[src/logic/pmon_pkg.sv]
/*
 * shared constants and types of the shunt power monitor datapath.
 * assumes a 50 mhz core clock and 16-bit register words.
 */
package pmon_pkg;

    // ****************************************************************
    // clock and timing
    // ****************************************************************
    localparam int unsigned CLK_MHZ        = 50;
    localparam int unsigned CONV_MIN_US    = 140;
    localparam int unsigned CONV_SEL_W     = 3;
    localparam int unsigned CONV_CNT_W     = 20;

    // ****************************************************************
    // register offsets
    // ****************************************************************
    localparam logic [7:0] ADDR_CONFIG     = 8'h00;
    localparam logic [7:0] ADDR_SHUNT      = 8'h01;
    localparam logic [7:0] ADDR_BUS        = 8'h02;
    localparam logic [7:0] ADDR_MAKER_ID   = 8'h3e;

    // ****************************************************************
    // configuration fields
    // ****************************************************************
    localparam int unsigned CFG_AVG_LSB    = 0;
    localparam int unsigned CFG_AVG_W      = 2;
    localparam int unsigned CFG_CONV_LSB   = 2;
    localparam int unsigned CFG_RANGE_BIT  = 5;
    localparam logic [15:0] CFG_WR_MASK    = 16'h003f;
    localparam logic [15:0] CFG_RESET      = 16'h0000;

    // ****************************************************************
    // arithmetic scaling
    // ****************************************************************
    localparam int unsigned CUR_SHIFT      = 11;
    localparam int unsigned PWR_DIV        = 20000;
    localparam int unsigned PWR_SHIFT      = 29;
    localparam logic [15:0] PWR_RECIP      = 16'h68db;
    localparam logic [15:0] RESULT_RESET   = 16'h0000;

    // ****************************************************************
    // types
    // ****************************************************************
    typedef struct packed {
        logic signed [15:0] shunt;
        logic        [15:0] bus;
        logic signed [15:0] current;
        logic        [15:0] power;
    } pmon_result_t;

    typedef struct packed {
        logic [7:0]  addr;
        logic        wr;
        logic [15:0] wdata;
    } pmon_reg_req_t;

    typedef enum logic [1:0] {
        PMON_CONVERT,
        PMON_MATH,
        PMON_COMMIT
    } pmon_state_t;

    // conversion time in microseconds for each select code
    function automatic int unsigned pmon_conv_us(input logic [CONV_SEL_W-1:0] sel);
        case (sel)
            3'h0:    pmon_conv_us = CONV_MIN_US;
            3'h1:    pmon_conv_us = 204;
            3'h2:    pmon_conv_us = 332;
            3'h3:    pmon_conv_us = 588;
            3'h4:    pmon_conv_us = 1100;
            3'h5:    pmon_conv_us = 2116;
            3'h6:    pmon_conv_us = 4156;
            default: pmon_conv_us = 8244;
        endcase
    endfunction

    // log2 of the averaging count: 1, 4, 16, 64 samples
    function automatic logic [2:0] pmon_avg_log2(input logic [CFG_AVG_W-1:0] sel);
        pmon_avg_log2 = {sel, 1'b0};
    endfunction

endpackage

[src/logic/pmon_datapath.sv]
/*
 * measurement-result datapath: timed conversions, averaging, current and
 * power derivation, and the register file read through the address port.
 * assumes the analog front end presents settled codes on its sample inputs
 * and that the serial bus engine drives the register port one access a cycle.
 */
`timescale 1ns/1ps
`default_nettype none

// Notes on behaviour
// RL1: identity register at 3eh, fixed, write-ignored
// RL2: range bit clear wide, set narrow
// RL3: wide range: 2.5 uV per count
// RL4: narrow range: 625 nV per count
// RL5: bus result 1.6 mV per count
// RL6: shunt at 1h, bus at 2h
// RL7: shunt result is signed
// RL8: bus result is unsigned
// RL9: current recomputed each measurement; zero cal zeroes
// RL10: current is shunt times cal over 2048
// RL11: host picks current step above max/32768
// RL12: power watts equal 32 times step times code
// RL13: current from shunt, power from current and bus
// RL14: selectable conversion time and averaging, 140 us minimum
// RL15: all results commit together after arithmetic
module pmon_datapath #(
    parameter int unsigned         CYC_PER_US = pmon_pkg::CLK_MHZ,
    parameter logic        [15:0]  MAKER_ID   = 16'h5a5a  // arbitrary value
) (
    input  wire logic                  clk_i,
    input  wire logic                  arst_n_i,
    input  wire pmon_pkg::pmon_reg_req_t reg_req_i,
    input  wire logic                  reg_rd_i,
    output logic               [15:0]  reg_rdata_o,
    input  wire logic          [15:0]  shunt_cal_i,
    input  wire logic signed   [15:0]  shunt_sample_i,
    input  wire logic          [15:0]  bus_sample_i,
    output logic                       shunt_range_select_o,
    output logic                       sample_strobe_o,
    output logic                       result_ready_o,
    output logic                       math_ovf_o,
    output pmon_pkg::pmon_result_t     result_o
);

    // ****************************************************************
    // configuration register
    // ****************************************************************
    logic [15:0] config_q;
    logic        cfg_wr;

    assign cfg_wr = reg_req_i.wr && (reg_req_i.addr == pmon_pkg::ADDR_CONFIG);

    always_ff @(posedge clk_i or negedge arst_n_i) begin
        if (!arst_n_i) begin
            config_q <= pmon_pkg::CFG_RESET;
        end else if (cfg_wr) begin
            config_q <= reg_req_i.wdata & pmon_pkg::CFG_WR_MASK;
        end
    end

    // front end scales by 2.5 uV (clear) or 625 nV (set) per count
    assign shunt_range_select_o = config_q[pmon_pkg::CFG_RANGE_BIT]; // RL2 RL3 RL4

    logic [pmon_pkg::CONV_SEL_W-1:0] conv_sel;
    logic [pmon_pkg::CFG_AVG_W-1:0]  avg_sel;
    logic [2:0]                      avg_log2;

    assign conv_sel = config_q[pmon_pkg::CFG_CONV_LSB +: pmon_pkg::CONV_SEL_W];
    assign avg_sel  = config_q[pmon_pkg::CFG_AVG_LSB +: pmon_pkg::CFG_AVG_W];
    assign avg_log2 = pmon_pkg::pmon_avg_log2(avg_sel);

    // ****************************************************************
    // conversion timer
    // ****************************************************************
    pmon_pkg::pmon_state_t                 state_q;
    logic [pmon_pkg::CONV_CNT_W-1:0]       conv_cnt_q;
    logic [pmon_pkg::CONV_CNT_W-1:0]       conv_len;
    logic                                  conv_end;

    assign conv_len = pmon_pkg::CONV_CNT_W'(pmon_pkg::pmon_conv_us(conv_sel) * CYC_PER_US); // RL14
    assign conv_end = (state_q == pmon_pkg::PMON_CONVERT) && (conv_cnt_q >= conv_len - 1'b1);
    assign sample_strobe_o = conv_end;

    // a configuration write restarts the conversion so no sample mixes settings
    // the timer keeps running through the arithmetic so the period stays exact
    always_ff @(posedge clk_i or negedge arst_n_i) begin
        if (!arst_n_i) begin
            conv_cnt_q <= '0;
        end else if (cfg_wr || conv_end) begin
            conv_cnt_q <= '0;
        end else begin
            conv_cnt_q <= conv_cnt_q + 1'b1;
        end
    end

    // ****************************************************************
    // averaging
    // ****************************************************************
    logic signed [21:0] shunt_acc_q;
    logic        [21:0] bus_acc_q;
    logic        [5:0]  avg_cnt_q;
    logic               avg_last;
    logic signed [21:0] shunt_sum;
    logic        [21:0] bus_sum;
    logic signed [15:0] shunt_avg_q;
    logic        [15:0] bus_avg_q;

    assign avg_last  = (avg_cnt_q == 6'((7'h01 << avg_log2) - 7'h01));
    assign shunt_sum = shunt_acc_q + 22'(shunt_sample_i); // RL7
    assign bus_sum   = bus_acc_q + {6'h00, bus_sample_i}; // RL8

    always_ff @(posedge clk_i or negedge arst_n_i) begin
        if (!arst_n_i) begin
            shunt_acc_q <= '0;
            bus_acc_q   <= '0;
            avg_cnt_q   <= '0;
            shunt_avg_q <= 16'sh0000;
            bus_avg_q   <= 16'h0000;
        end else if (cfg_wr) begin
            shunt_acc_q <= '0;
            bus_acc_q   <= '0;
            avg_cnt_q   <= '0;
        end else if (conv_end) begin
            if (avg_last) begin
                shunt_acc_q <= '0;
                bus_acc_q   <= '0;
                avg_cnt_q   <= '0;
                shunt_avg_q <= 16'(shunt_sum >>> avg_log2); // RL14 RL7
                bus_avg_q   <= 16'(bus_sum >> avg_log2); // RL8 RL5
            end else begin
                shunt_acc_q <= shunt_sum;
                bus_acc_q   <= bus_sum;
                avg_cnt_q   <= avg_cnt_q + 1'b1;
            end
        end
    end

    // ****************************************************************
    // sequencing
    // ****************************************************************
    logic math_start;
    logic math_done;
    logic math_ovf;
    logic signed [15:0] math_current;
    logic        [15:0] math_power;

    assign math_start = conv_end && avg_last && !cfg_wr;

    always_ff @(posedge clk_i or negedge arst_n_i) begin
        if (!arst_n_i) begin
            state_q <= pmon_pkg::PMON_CONVERT;
        end else begin
            case (state_q)
                pmon_pkg::PMON_CONVERT: begin
                    if (conv_end && avg_last && !cfg_wr) begin
                        state_q <= pmon_pkg::PMON_MATH;
                    end
                end
                pmon_pkg::PMON_MATH: begin
                    if (math_done) begin
                        state_q <= pmon_pkg::PMON_COMMIT;
                    end
                end
                pmon_pkg::PMON_COMMIT: begin
                    state_q <= pmon_pkg::PMON_CONVERT;
                end
                default: begin
                    state_q <= pmon_pkg::PMON_CONVERT;
                end
            endcase
        end
    end

    // averaged codes are captured a cycle after start, so math waits one cycle
    logic math_go_q;

    always_ff @(posedge clk_i or negedge arst_n_i) begin
        if (!arst_n_i) begin
            math_go_q <= 1'b0;
        end else begin
            math_go_q <= math_start;
        end
    end

    pmon_math u_math (
        .clk_i     (clk_i),
        .arst_n_i  (arst_n_i),
        .start_i   (math_go_q),
        .shunt_i   (shunt_avg_q),
        .bus_i     (bus_avg_q),
        .cal_i     (shunt_cal_i),
        .done_o    (math_done),
        .ovf_o     (math_ovf),
        .current_o (math_current),
        .power_o   (math_power)
    );

    // ****************************************************************
    // result commit
    // ****************************************************************
    // one commit edge for all four keeps any read self-consistent
    always_ff @(posedge clk_i or negedge arst_n_i) begin
        if (!arst_n_i) begin
            result_o       <= '{default: '0};
            math_ovf_o     <= 1'b0;
            result_ready_o <= 1'b0;
        end else begin
            result_ready_o <= 1'b0;
            if (math_done) begin
                result_o.shunt   <= shunt_avg_q; // RL15
                result_o.bus     <= bus_avg_q; // RL15
                result_o.current <= math_current; // RL15 RL9
                result_o.power   <= math_power; // RL15 RL12
                math_ovf_o       <= math_ovf;
                result_ready_o   <= 1'b1;
            end
        end
    end

    // ****************************************************************
    // register read port
    // ****************************************************************
    // writes to result and identity offsets simply fall through unused
    always_ff @(posedge clk_i or negedge arst_n_i) begin
        if (!arst_n_i) begin
            reg_rdata_o <= pmon_pkg::RESULT_RESET;
        end else if (reg_rd_i) begin
            case (reg_req_i.addr)
                pmon_pkg::ADDR_CONFIG:   reg_rdata_o <= config_q;
                pmon_pkg::ADDR_SHUNT:    reg_rdata_o <= result_o.shunt; // RL6
                pmon_pkg::ADDR_BUS:      reg_rdata_o <= result_o.bus; // RL6
                pmon_pkg::ADDR_MAKER_ID: reg_rdata_o <= MAKER_ID; // RL1
                default:                 reg_rdata_o <= 16'h0000;
            endcase
        end
    end

endmodule

`default_nettype wire

[src/logic/pmon_math.sv]
/*
 * current and power arithmetic of the monitor, two cycles per result.
 * assumes start_i is a one-cycle pulse with stable operands.
 */
`timescale 1ns/1ps
`default_nettype none

module pmon_math (
    input  wire logic               clk_i,
    input  wire logic               arst_n_i,
    input  wire logic               start_i,
    input  wire logic signed [15:0] shunt_i,
    input  wire logic        [15:0] bus_i,
    input  wire logic        [15:0] cal_i,
    output logic                    done_o,
    output logic                    ovf_o,
    output logic signed      [15:0] current_o,
    output logic             [15:0] power_o
);

    // ****************************************************************
    // current stage
    // ****************************************************************
    logic signed [32:0] cur_prod;
    logic signed [32:0] cur_scaled;
    logic signed [15:0] cur_sat;
    logic               cur_ovf;
    logic               stage_q;

    // zero calibration gives a zero product and hence zero current
    assign cur_prod   = shunt_i * $signed({1'b0, cal_i}); // RL9 RL13
    assign cur_scaled = cur_prod >>> pmon_pkg::CUR_SHIFT; // RL10
    assign cur_ovf    = (cur_scaled > 33'sd32767) || (cur_scaled < -33'sd32768);
    assign cur_sat    = (cur_scaled > 33'sd32767)  ? 16'sh7fff :
                        (cur_scaled < -33'sd32768) ? 16'sh8000 : cur_scaled[15:0];

    always_ff @(posedge clk_i or negedge arst_n_i) begin
        if (!arst_n_i) begin
            current_o <= 16'sh0000;
            stage_q   <= 1'b0;
        end else begin
            stage_q <= start_i;
            if (start_i) begin
                current_o <= cur_sat;
            end
        end
    end

    // ****************************************************************
    // power stage
    // ****************************************************************
    // power uses current magnitude so either current direction reads positive
    logic [15:0] cur_mag;
    logic [31:0] pwr_raw;
    logic [47:0] pwr_prod;
    logic [18:0] pwr_scaled;

    assign cur_mag    = current_o[15] ? 16'(-current_o) : current_o;
    assign pwr_raw    = cur_mag * bus_i; // RL13
    assign pwr_prod   = pwr_raw * pmon_pkg::PWR_RECIP;
    assign pwr_scaled = pwr_prod[pmon_pkg::PWR_SHIFT +: 19]; // RL12

    always_ff @(posedge clk_i or negedge arst_n_i) begin
        if (!arst_n_i) begin
            power_o <= 16'h0000;
            done_o  <= 1'b0;
            ovf_o   <= 1'b0;
        end else begin
            done_o <= stage_q;
            if (start_i) begin
                ovf_o <= cur_ovf;
            end else if (stage_q) begin
                power_o <= (pwr_scaled[18:16] != 3'h0) ? 16'hffff : pwr_scaled[15:0];
                ovf_o   <= ovf_o || (pwr_scaled[18:16] != 3'h0);
            end
        end
    end

endmodule

`default_nettype wire

[config.mk]
export PLATFORM = sky130hd
export DESIGN_NAME = pmon_datapath
export DESIGN_NICKNAME = d
export VERILOG_FILES = /design/src/logic/pmon_pkg.sv /design/src/logic/pmon_datapath.sv /design/src/logic/pmon_math.sv
export SDC_FILE = /design/constraint.sdc
export NUM_CORES = 2
export LEC_CHECK = 0
export BUFFER_PORTS_ARGS = -buffer_cell sky130_fd_sc_hd__buf_2
export CAP_MARGIN = 0
export CORE_MARGIN = 2
export CORE_UTILIZATION = 38
export DETAILED_ROUTE_END_ITERATION = 7
export PLACE_DENSITY = 0.58
export SETUP_SLACK_MARGIN = 0.4
export SYNTH_ARGS = -nofsm -noshare
export SYNTH_HDL_FRONTEND = slang
export SYNTH_HIERARCHICAL = 1
export SYNTH_SLANG_ARGS = --single-unit
export TNS_END_PERCENT = 30
[constraint.sdc]
create_clock -name clk_i -period 33.1 [get_ports clk_i]
set_input_delay 4.965 -clock clk_i [delete_from_list [all_inputs] [get_ports clk_i]]
set_output_delay 4.965 -clock clk_i [all_outputs]
set_load 0.02 [all_outputs]
After elaboration in Yosys (flattened, before gate mapping)
Cells that the tools add are included.
{"block": "word_totals", "register_bits": 228, "in_bits": 76, "out_inout_bits": 84, "wordCells": 92}
{"block": "op_classes", "n_addsub": 7, "multipliers": 4, "magnitude_cmp": 3, "eq_ne": 13, "shifts": 3, "mux": 22, "bitwise_logic": 2, "n_reduce_logical": 17}
{"op": "$mux W22", "count": 6}
{"op": "$pmux W14 S7", "count": 1}
{"op": "$mux W16", "count": 4}
{"op": "$pmux W16 S4", "count": 1}
{"op": "$mul A32 B15 Y47 const B", "count": 1}
{"op": "$add A22 B16 Y22", "count": 2}
{"op": "$mul A16 B17 Y33", "count": 1}
{"op": "$mul A16 B16 Y32", "count": 1}
{"op": "$mul A32 B5 Y19 const B", "count": 1}
{"op": "$gt A22 B16 Y1 const B", "count": 1}
{"op": "$lt A22 B16 Y1 const B", "count": 1}
{"op": "$shr A22 B3 Y16", "count": 1}
{"op": "$sshr A22 B3 Y16", "count": 1}
{"op": "$add A20 B1 Y20 const B", "count": 1}
{"op": "$ge A20 B20 Y1", "count": 1}
{"op": "$mux W20", "count": 1}
{"op": "$sub A20 B1 Y20 const B", "count": 1}
{"op": "$mux W6", "count": 3}
{"op": "$neg A16 Y16", "count": 1}
{"op": "$eq A3 B3 Y1 const B", "count": 3}
{"op": "$eq A8 B1 Y1 const B", "count": 1}
{"op": "$eq A8 B2 Y1 const B", "count": 1}
{"op": "$eq A8 B6 Y1 const B", "count": 1}
{"op": "$logic_not A8 Y1", "count": 1}
{"op": "22 further kinds", "count": 34}

Logic depth before layout (Yosys ltp)
{"block": "logic_depth", "depth_word": 10, "mapped_depth": 58, "depth_no_buf": 55}

Modules after synthesis
The synthesis kept the hierarchy.
{"mod": "pmon_math", "instances": 1, "cells_each": 2957, "area_per_inst_um2": 26629.3, "seq_area_each_um2": 875.8}
{"mod": "pmon_datapath", "instances": 1, "cells_each": 1260, "area_per_inst_um2": 12245.5, "seq_area_each_um2": 4829.6}

Worst setup path after synthesis
Ideal clock, no wire load.
{"block": "synth_timing", "kind": "register to register", "start": "register u_math.current_o[0]", "end": "register u_math.power_o[10]", "setup_ns": 0.141, "arrival_time_ns": 13.735, "t_required_ns": 32.959, "slack_ns": 19.224, "stages_incl_launch_ff": 55, "path_buffers": 4, "synth_period_minus_slack_ns": 13.876, "cell_sequence": "dfrtp_1 -> clkbuf_1 -> clkbuf_1 -> inv_1 -> ha_1 -> nand2_1 -> or3_1 -> or2_2 -> o41ai_1 -> xnor2_1 -> clkbuf_1 -> nand2_1 -> fa_1 -> fa_1 -> inv_1 -> fa_1 -> inv_1 -> fa_1 -> (+19 left out) -> fa_1 -> fa_1 -> inv_1 -> fa_1 -> inv_1 -> ha_1 -> a21o_1 -> a21o_1 -> a211oi_1 -> o21bai_1 -> a211o_1 -> a32o_1 -> o2111ai_1 -> a21boi_0 -> or3_1 -> a21oi_1 -> clkbuf_1 -> a31oi_1"}
{"block": "synth_via", "elab_chain_len": 6}
{"item": "from (decl)", "line_no": "pmon_math.sv:17", "rtl": "output logic signed [15:0] current_o,"}
{"item": "from (signal assigned)", "line_no": "pmon_math.sv:44", "rtl": "current_o <= cur_sat;"}
{"item": "$neg A16 Y16", "line_no": "pmon_math.sv:58", "rtl": "assign cur_mag = current_o[15] ? 16'(-current_o) : current_o;"}
{"item": "$mux W16 *", "line_no": "pmon_math.sv:58"}
{"item": "$mul A16 B16 Y32 *", "line_no": "pmon_math.sv:59", "rtl": "assign pwr_raw = cur_mag * bus_i;"}
{"item": "$mul A32 B15 Y47 *", "line_no": "pmon_math.sv:60", "rtl": "assign pwr_prod = pwr_raw * pmon_pkg::PWR_RECIP;"}
{"item": "$reduce_bool A3 Y1", "line_no": "pmon_math.sv:73", "rtl": "power_o <= (pwr_scaled[18:16] != 3'h0) ? 16'hffff : pwr_scaled[15:0];"}
{"item": "$mux W16 *", "line_no": "pmon_math.sv:73"}
{"item": "to (signal assigned)", "line_no": "pmon_math.sv:73"}
{"item": "to (decl)", "line_no": "pmon_math.sv:18", "rtl": "output logic [15:0] power_o"}
Every way passes the cells marked *; elsewhere a longest branch is shown, timed or not.
A chain may end at the register's enable or synchronous reset.

Final worst setup path
{"block": "layout_timing", "start": "register u_math.current_o[1]", "end": "register u_math.power_o[7]"}
Same word-level chain as after synthesis.

==> reports/results.ini <==
[die]
die_area_um2=105000
core_um2=102000
die_w_um=324
ios=160
initial_core_util_pct=38.3
rows=117
fp.dieH_um=324

[clocking]
path_clk_slew_ns=0.06
hold_buffers=0
htreeDepth=1
cts_tree=done
root_buffer=clkbuf_16
post-cts-setup-buffer-count=0
cts_buffer_depth=3
clock-sinks=228
insertion_delay_ns=0.60
cts_resized=0
cts_made_buffers=28

[critical_path]
rrSetupSlack_ns=18.13
slowest_delay_ns=0.63
cp-end-kind=flip-flop
critPathSlowestCell=o32ai_1
crit_fanout=16
worstReg2RegStart=u_math/current_o[1]$_DFFE_PN0P_
arrival_ns=15.42
cp.required_ns=33.55
crit_type=flip-flop to flip-flop
startpoint_type=flip-flop
cp_common_cell=fa_1
startpoint=u_math/current_o[1]$_DFFE_PN0P_

[power_and_ir_drop]
vdd_drop_max_mv=0.0655
power_density_nw_per_um2=17.3
p_leak_uw=0.0219

[timing]
rsz0062_at_grt=no
max_freq_mhz=66.8
post-route-period-util_pct=45.2
worst_pin_slew_ns=1.16
setup_ws_ns=18.13
hold_viol=0
slew_violations=0
period_needed_ns=14.97
fin_setup_tns_ns=0
slew_headroom_pct=22.4
hold_ws_ns=0.367
skew_ns=0.0181
setup_viol=0

[routing]
wirelength_um=99400
drc_errors=0
detail_route.vias_per_cell=5.12
wl_per_cell_um=17.5
ant_nets=0
drt_pass1_iterations=7
vias=29000
drtIter0Drc=1532

[yosys]
synthCells=4217
yosysWarnings=6
syn_avg_cell_area_um2=9.22
ys_types=97
netlist_area_um2=38900
synth-seq-area-share_pct=14.7
ys.flop_type=dfrtp_1
synth-async-reset-ratio_pct=100
synth-edff-count=0
synth_seq_cells=228

[finish]
nets=5403
n_antenna_cell=0
layout-drive-gt1-share_pct=8.53
design_area_um2=42000
syn_to_final_growth_pct=8.14

[run]
maxCapViolations=0

[grt]
grt_pass1_wl_um=162000
grt.overflow.total=0
grt_util_all_layers_pct=19.3
grt_max_degree=94
grt_antenna_before_repair=2
grt_pass1_vias=29800

[worst_hold_path]
hp-class=flip-flop to flip-flop
min-delay-start=u_math/stage_q$_DFF_PN0_

[outcome]
status=finished clean

[placed_design]
placed_area_um2=41100
port-buffer-count=149
dp_slack_ns=18.30
finalWeightedCongestion=0.897
hpwl_um=78800

==> kinds of logic after synthesis <==
| group | count (synthesis) | share of synthesized area, % |
|---|---|---|
| adder cells (fa/ha/maj) | 1043 | 44.8 |
| AND/OR/NAND/NOR | 1059 | 13.2 |
| other | 1 | 0.00965 |
| buffers and inverters | 996 | 9.74 |
| XOR/XNOR | 149 | 3.40 |
| AO/OA/AOI/OAI | 641 | 11.2 |
| flip-flops | 228 | 14.7 |
| multiplexers | 100 | 3.07 |
==> critical path, delay by kind of cell (launching register included) <==
family	cells	cell delay [ns]
buf+inv	11	1.31
simple gates	5	1.27
flops	1	0.45
xor+xnor	1	0.18
compound gates	20	4.94
fa+ha+maj	15	6.63
==> cell usage after synthesis (58+ instances only) <==
| library cell | number | share of area [%] |
|---|---|---|
| dfrtp_1 | 228 | 15 |
| ha_1 | 464 | 15 |
| clkbuf_1 | 121 | 1.2 |
| a21o_1 | 59 | 1.1 |
| and2_1 | 222 | 3.6 |
| xnor2_1 | 90 | 2.0 |
| mux2_2 | 73 | 2.1 |
| nor2_1 | 147 | 1.4 |
| o21ai_0 | 117 | 1.5 |
| a21oi_1 | 159 | 2.0 |
| nand2_1 | 453 | 4.4 |
| xor2_1 | 58 | 1.3 |
| inv_1 | 849 | 8.2 |
| fa_1 | 579 | 30 |
==> power breakdown <==
part / total (uW) / internal [uW] / switching, uW
logic: 104 / 40.1 / 64.0
registers: 294 / 285 / 8.56
clock network: 329 / 190 / 140
==> area by class of cell <==
class                           instances  area [um2]
Clock inverter                         17         219
Tap cell                             1368        1710
Multi-Input combinational cell       2996       29500
Inverter                              850        3190
Fill cell                           10300       59600
Timing Repair Buffer                  180         988
Sequential cell                       228        5710
Clock buffer                           33         759
==> flip-flops by register name, summed over array words and instances, names as in the netlist, 16 cells and up <==
| signal | cells |
|---|---|
| u_math/current_o | 16 |
| bus_acc_q | 22 |
| shunt_avg_q | 16 |
| conv_cnt_q | 20 |
| bus_avg_q | 16 |
| shunt_acc_q | 22 |
| result_o | 64 |
| reg_rdata_o | 16 |
| u_math/power_o | 16 |
==> routing by layer <==
layer	vias up	track usage [%]	share of wire [%]
met5	-	0	0
met1	14700	27.8	47
met4	0	3.79	1.8
li1	13600	-	-
met2	578	31.5	47
met3	87	2.07	4.3
==> per-stage QoR <==
stage          power [uW]  std cells  utilization [%]
4_1_cts               741       5672             41.4
3_3_place_gp          401       5622             40.4
2_1_floorplan         368       4220                -
5_1_grt               764       5672             41.4
6_report              727       5672             41.4
3_5_place_dp          403       5622             40.4
==> layout by cell type (no fill, tap or decap), types with 7 or more instances in the layout <==
cell type | netlist | layout
o21ai_1 | 17 | 18
mux2i_1 | 19 | 19
or3_1 | 15 | 15
clkbuf_16 | 0 | 28
nor2b_1 | 23 | 22
nand2_1 | 453 | 453
ha_1 | 464 | 464
mux2_2 | 73 | 73
fa_1 | 579 | 579
nand4_1 | 18 | 18
buf_4 | 2 | 31
nand3_1 | 46 | 46
mux4_2 | 8 | 8
a22oi_1 | 7 | 7
dfrtp_1 | 228 | 227
o21ai_0 | 117 | 116
a211oi_1 | 19 | 19
or2_2 | 9 | 9
o22ai_1 | 17 | 17
a21o_1 | 59 | 59
a22o_1 | 19 | 19
o21a_1 | 24 | 24
a31oi_1 | 36 | 36
o21bai_1 | 17 | 17
and3_1 | 25 | 25
inv_1 | 849 | 849
nor4_1 | 8 | 8
xor2_1 | 58 | 58
a21oi_2 | 10 | 11
buf_2 | 12 | 148
nor2_1 | 147 | 146
a21oi_1 | 159 | 158
o31ai_1 | 18 | 18
o211ai_1 | 21 | 21
xnor2_1 | 90 | 86
a221oi_1 | 11 | 11
and2_1 | 222 | 222
nor3_1 | 25 | 25
nand2b_1 | 32 | 32
==> path summary, 6_finish.rpt <==
check | end | cells past startpoint
min reg2reg | u_math/done_o$_DFF_PN0_ | 0
max reg2reg | u_math/power_o[7]$_DFFE_PN0P_ | 52
min | u_math/done_o$_DFF_PN0_ | 0
min in group asynchronous | conv_cnt_q[19]$_DFF_PN0_ | 1
max | u_math/power_o[7]$_DFFE_PN0P_ | 52
max in group asynchronous | u_math/done_o$_DFF_PN0_ | 2
No activity file was read; power rests on OpenSTA's default activity.
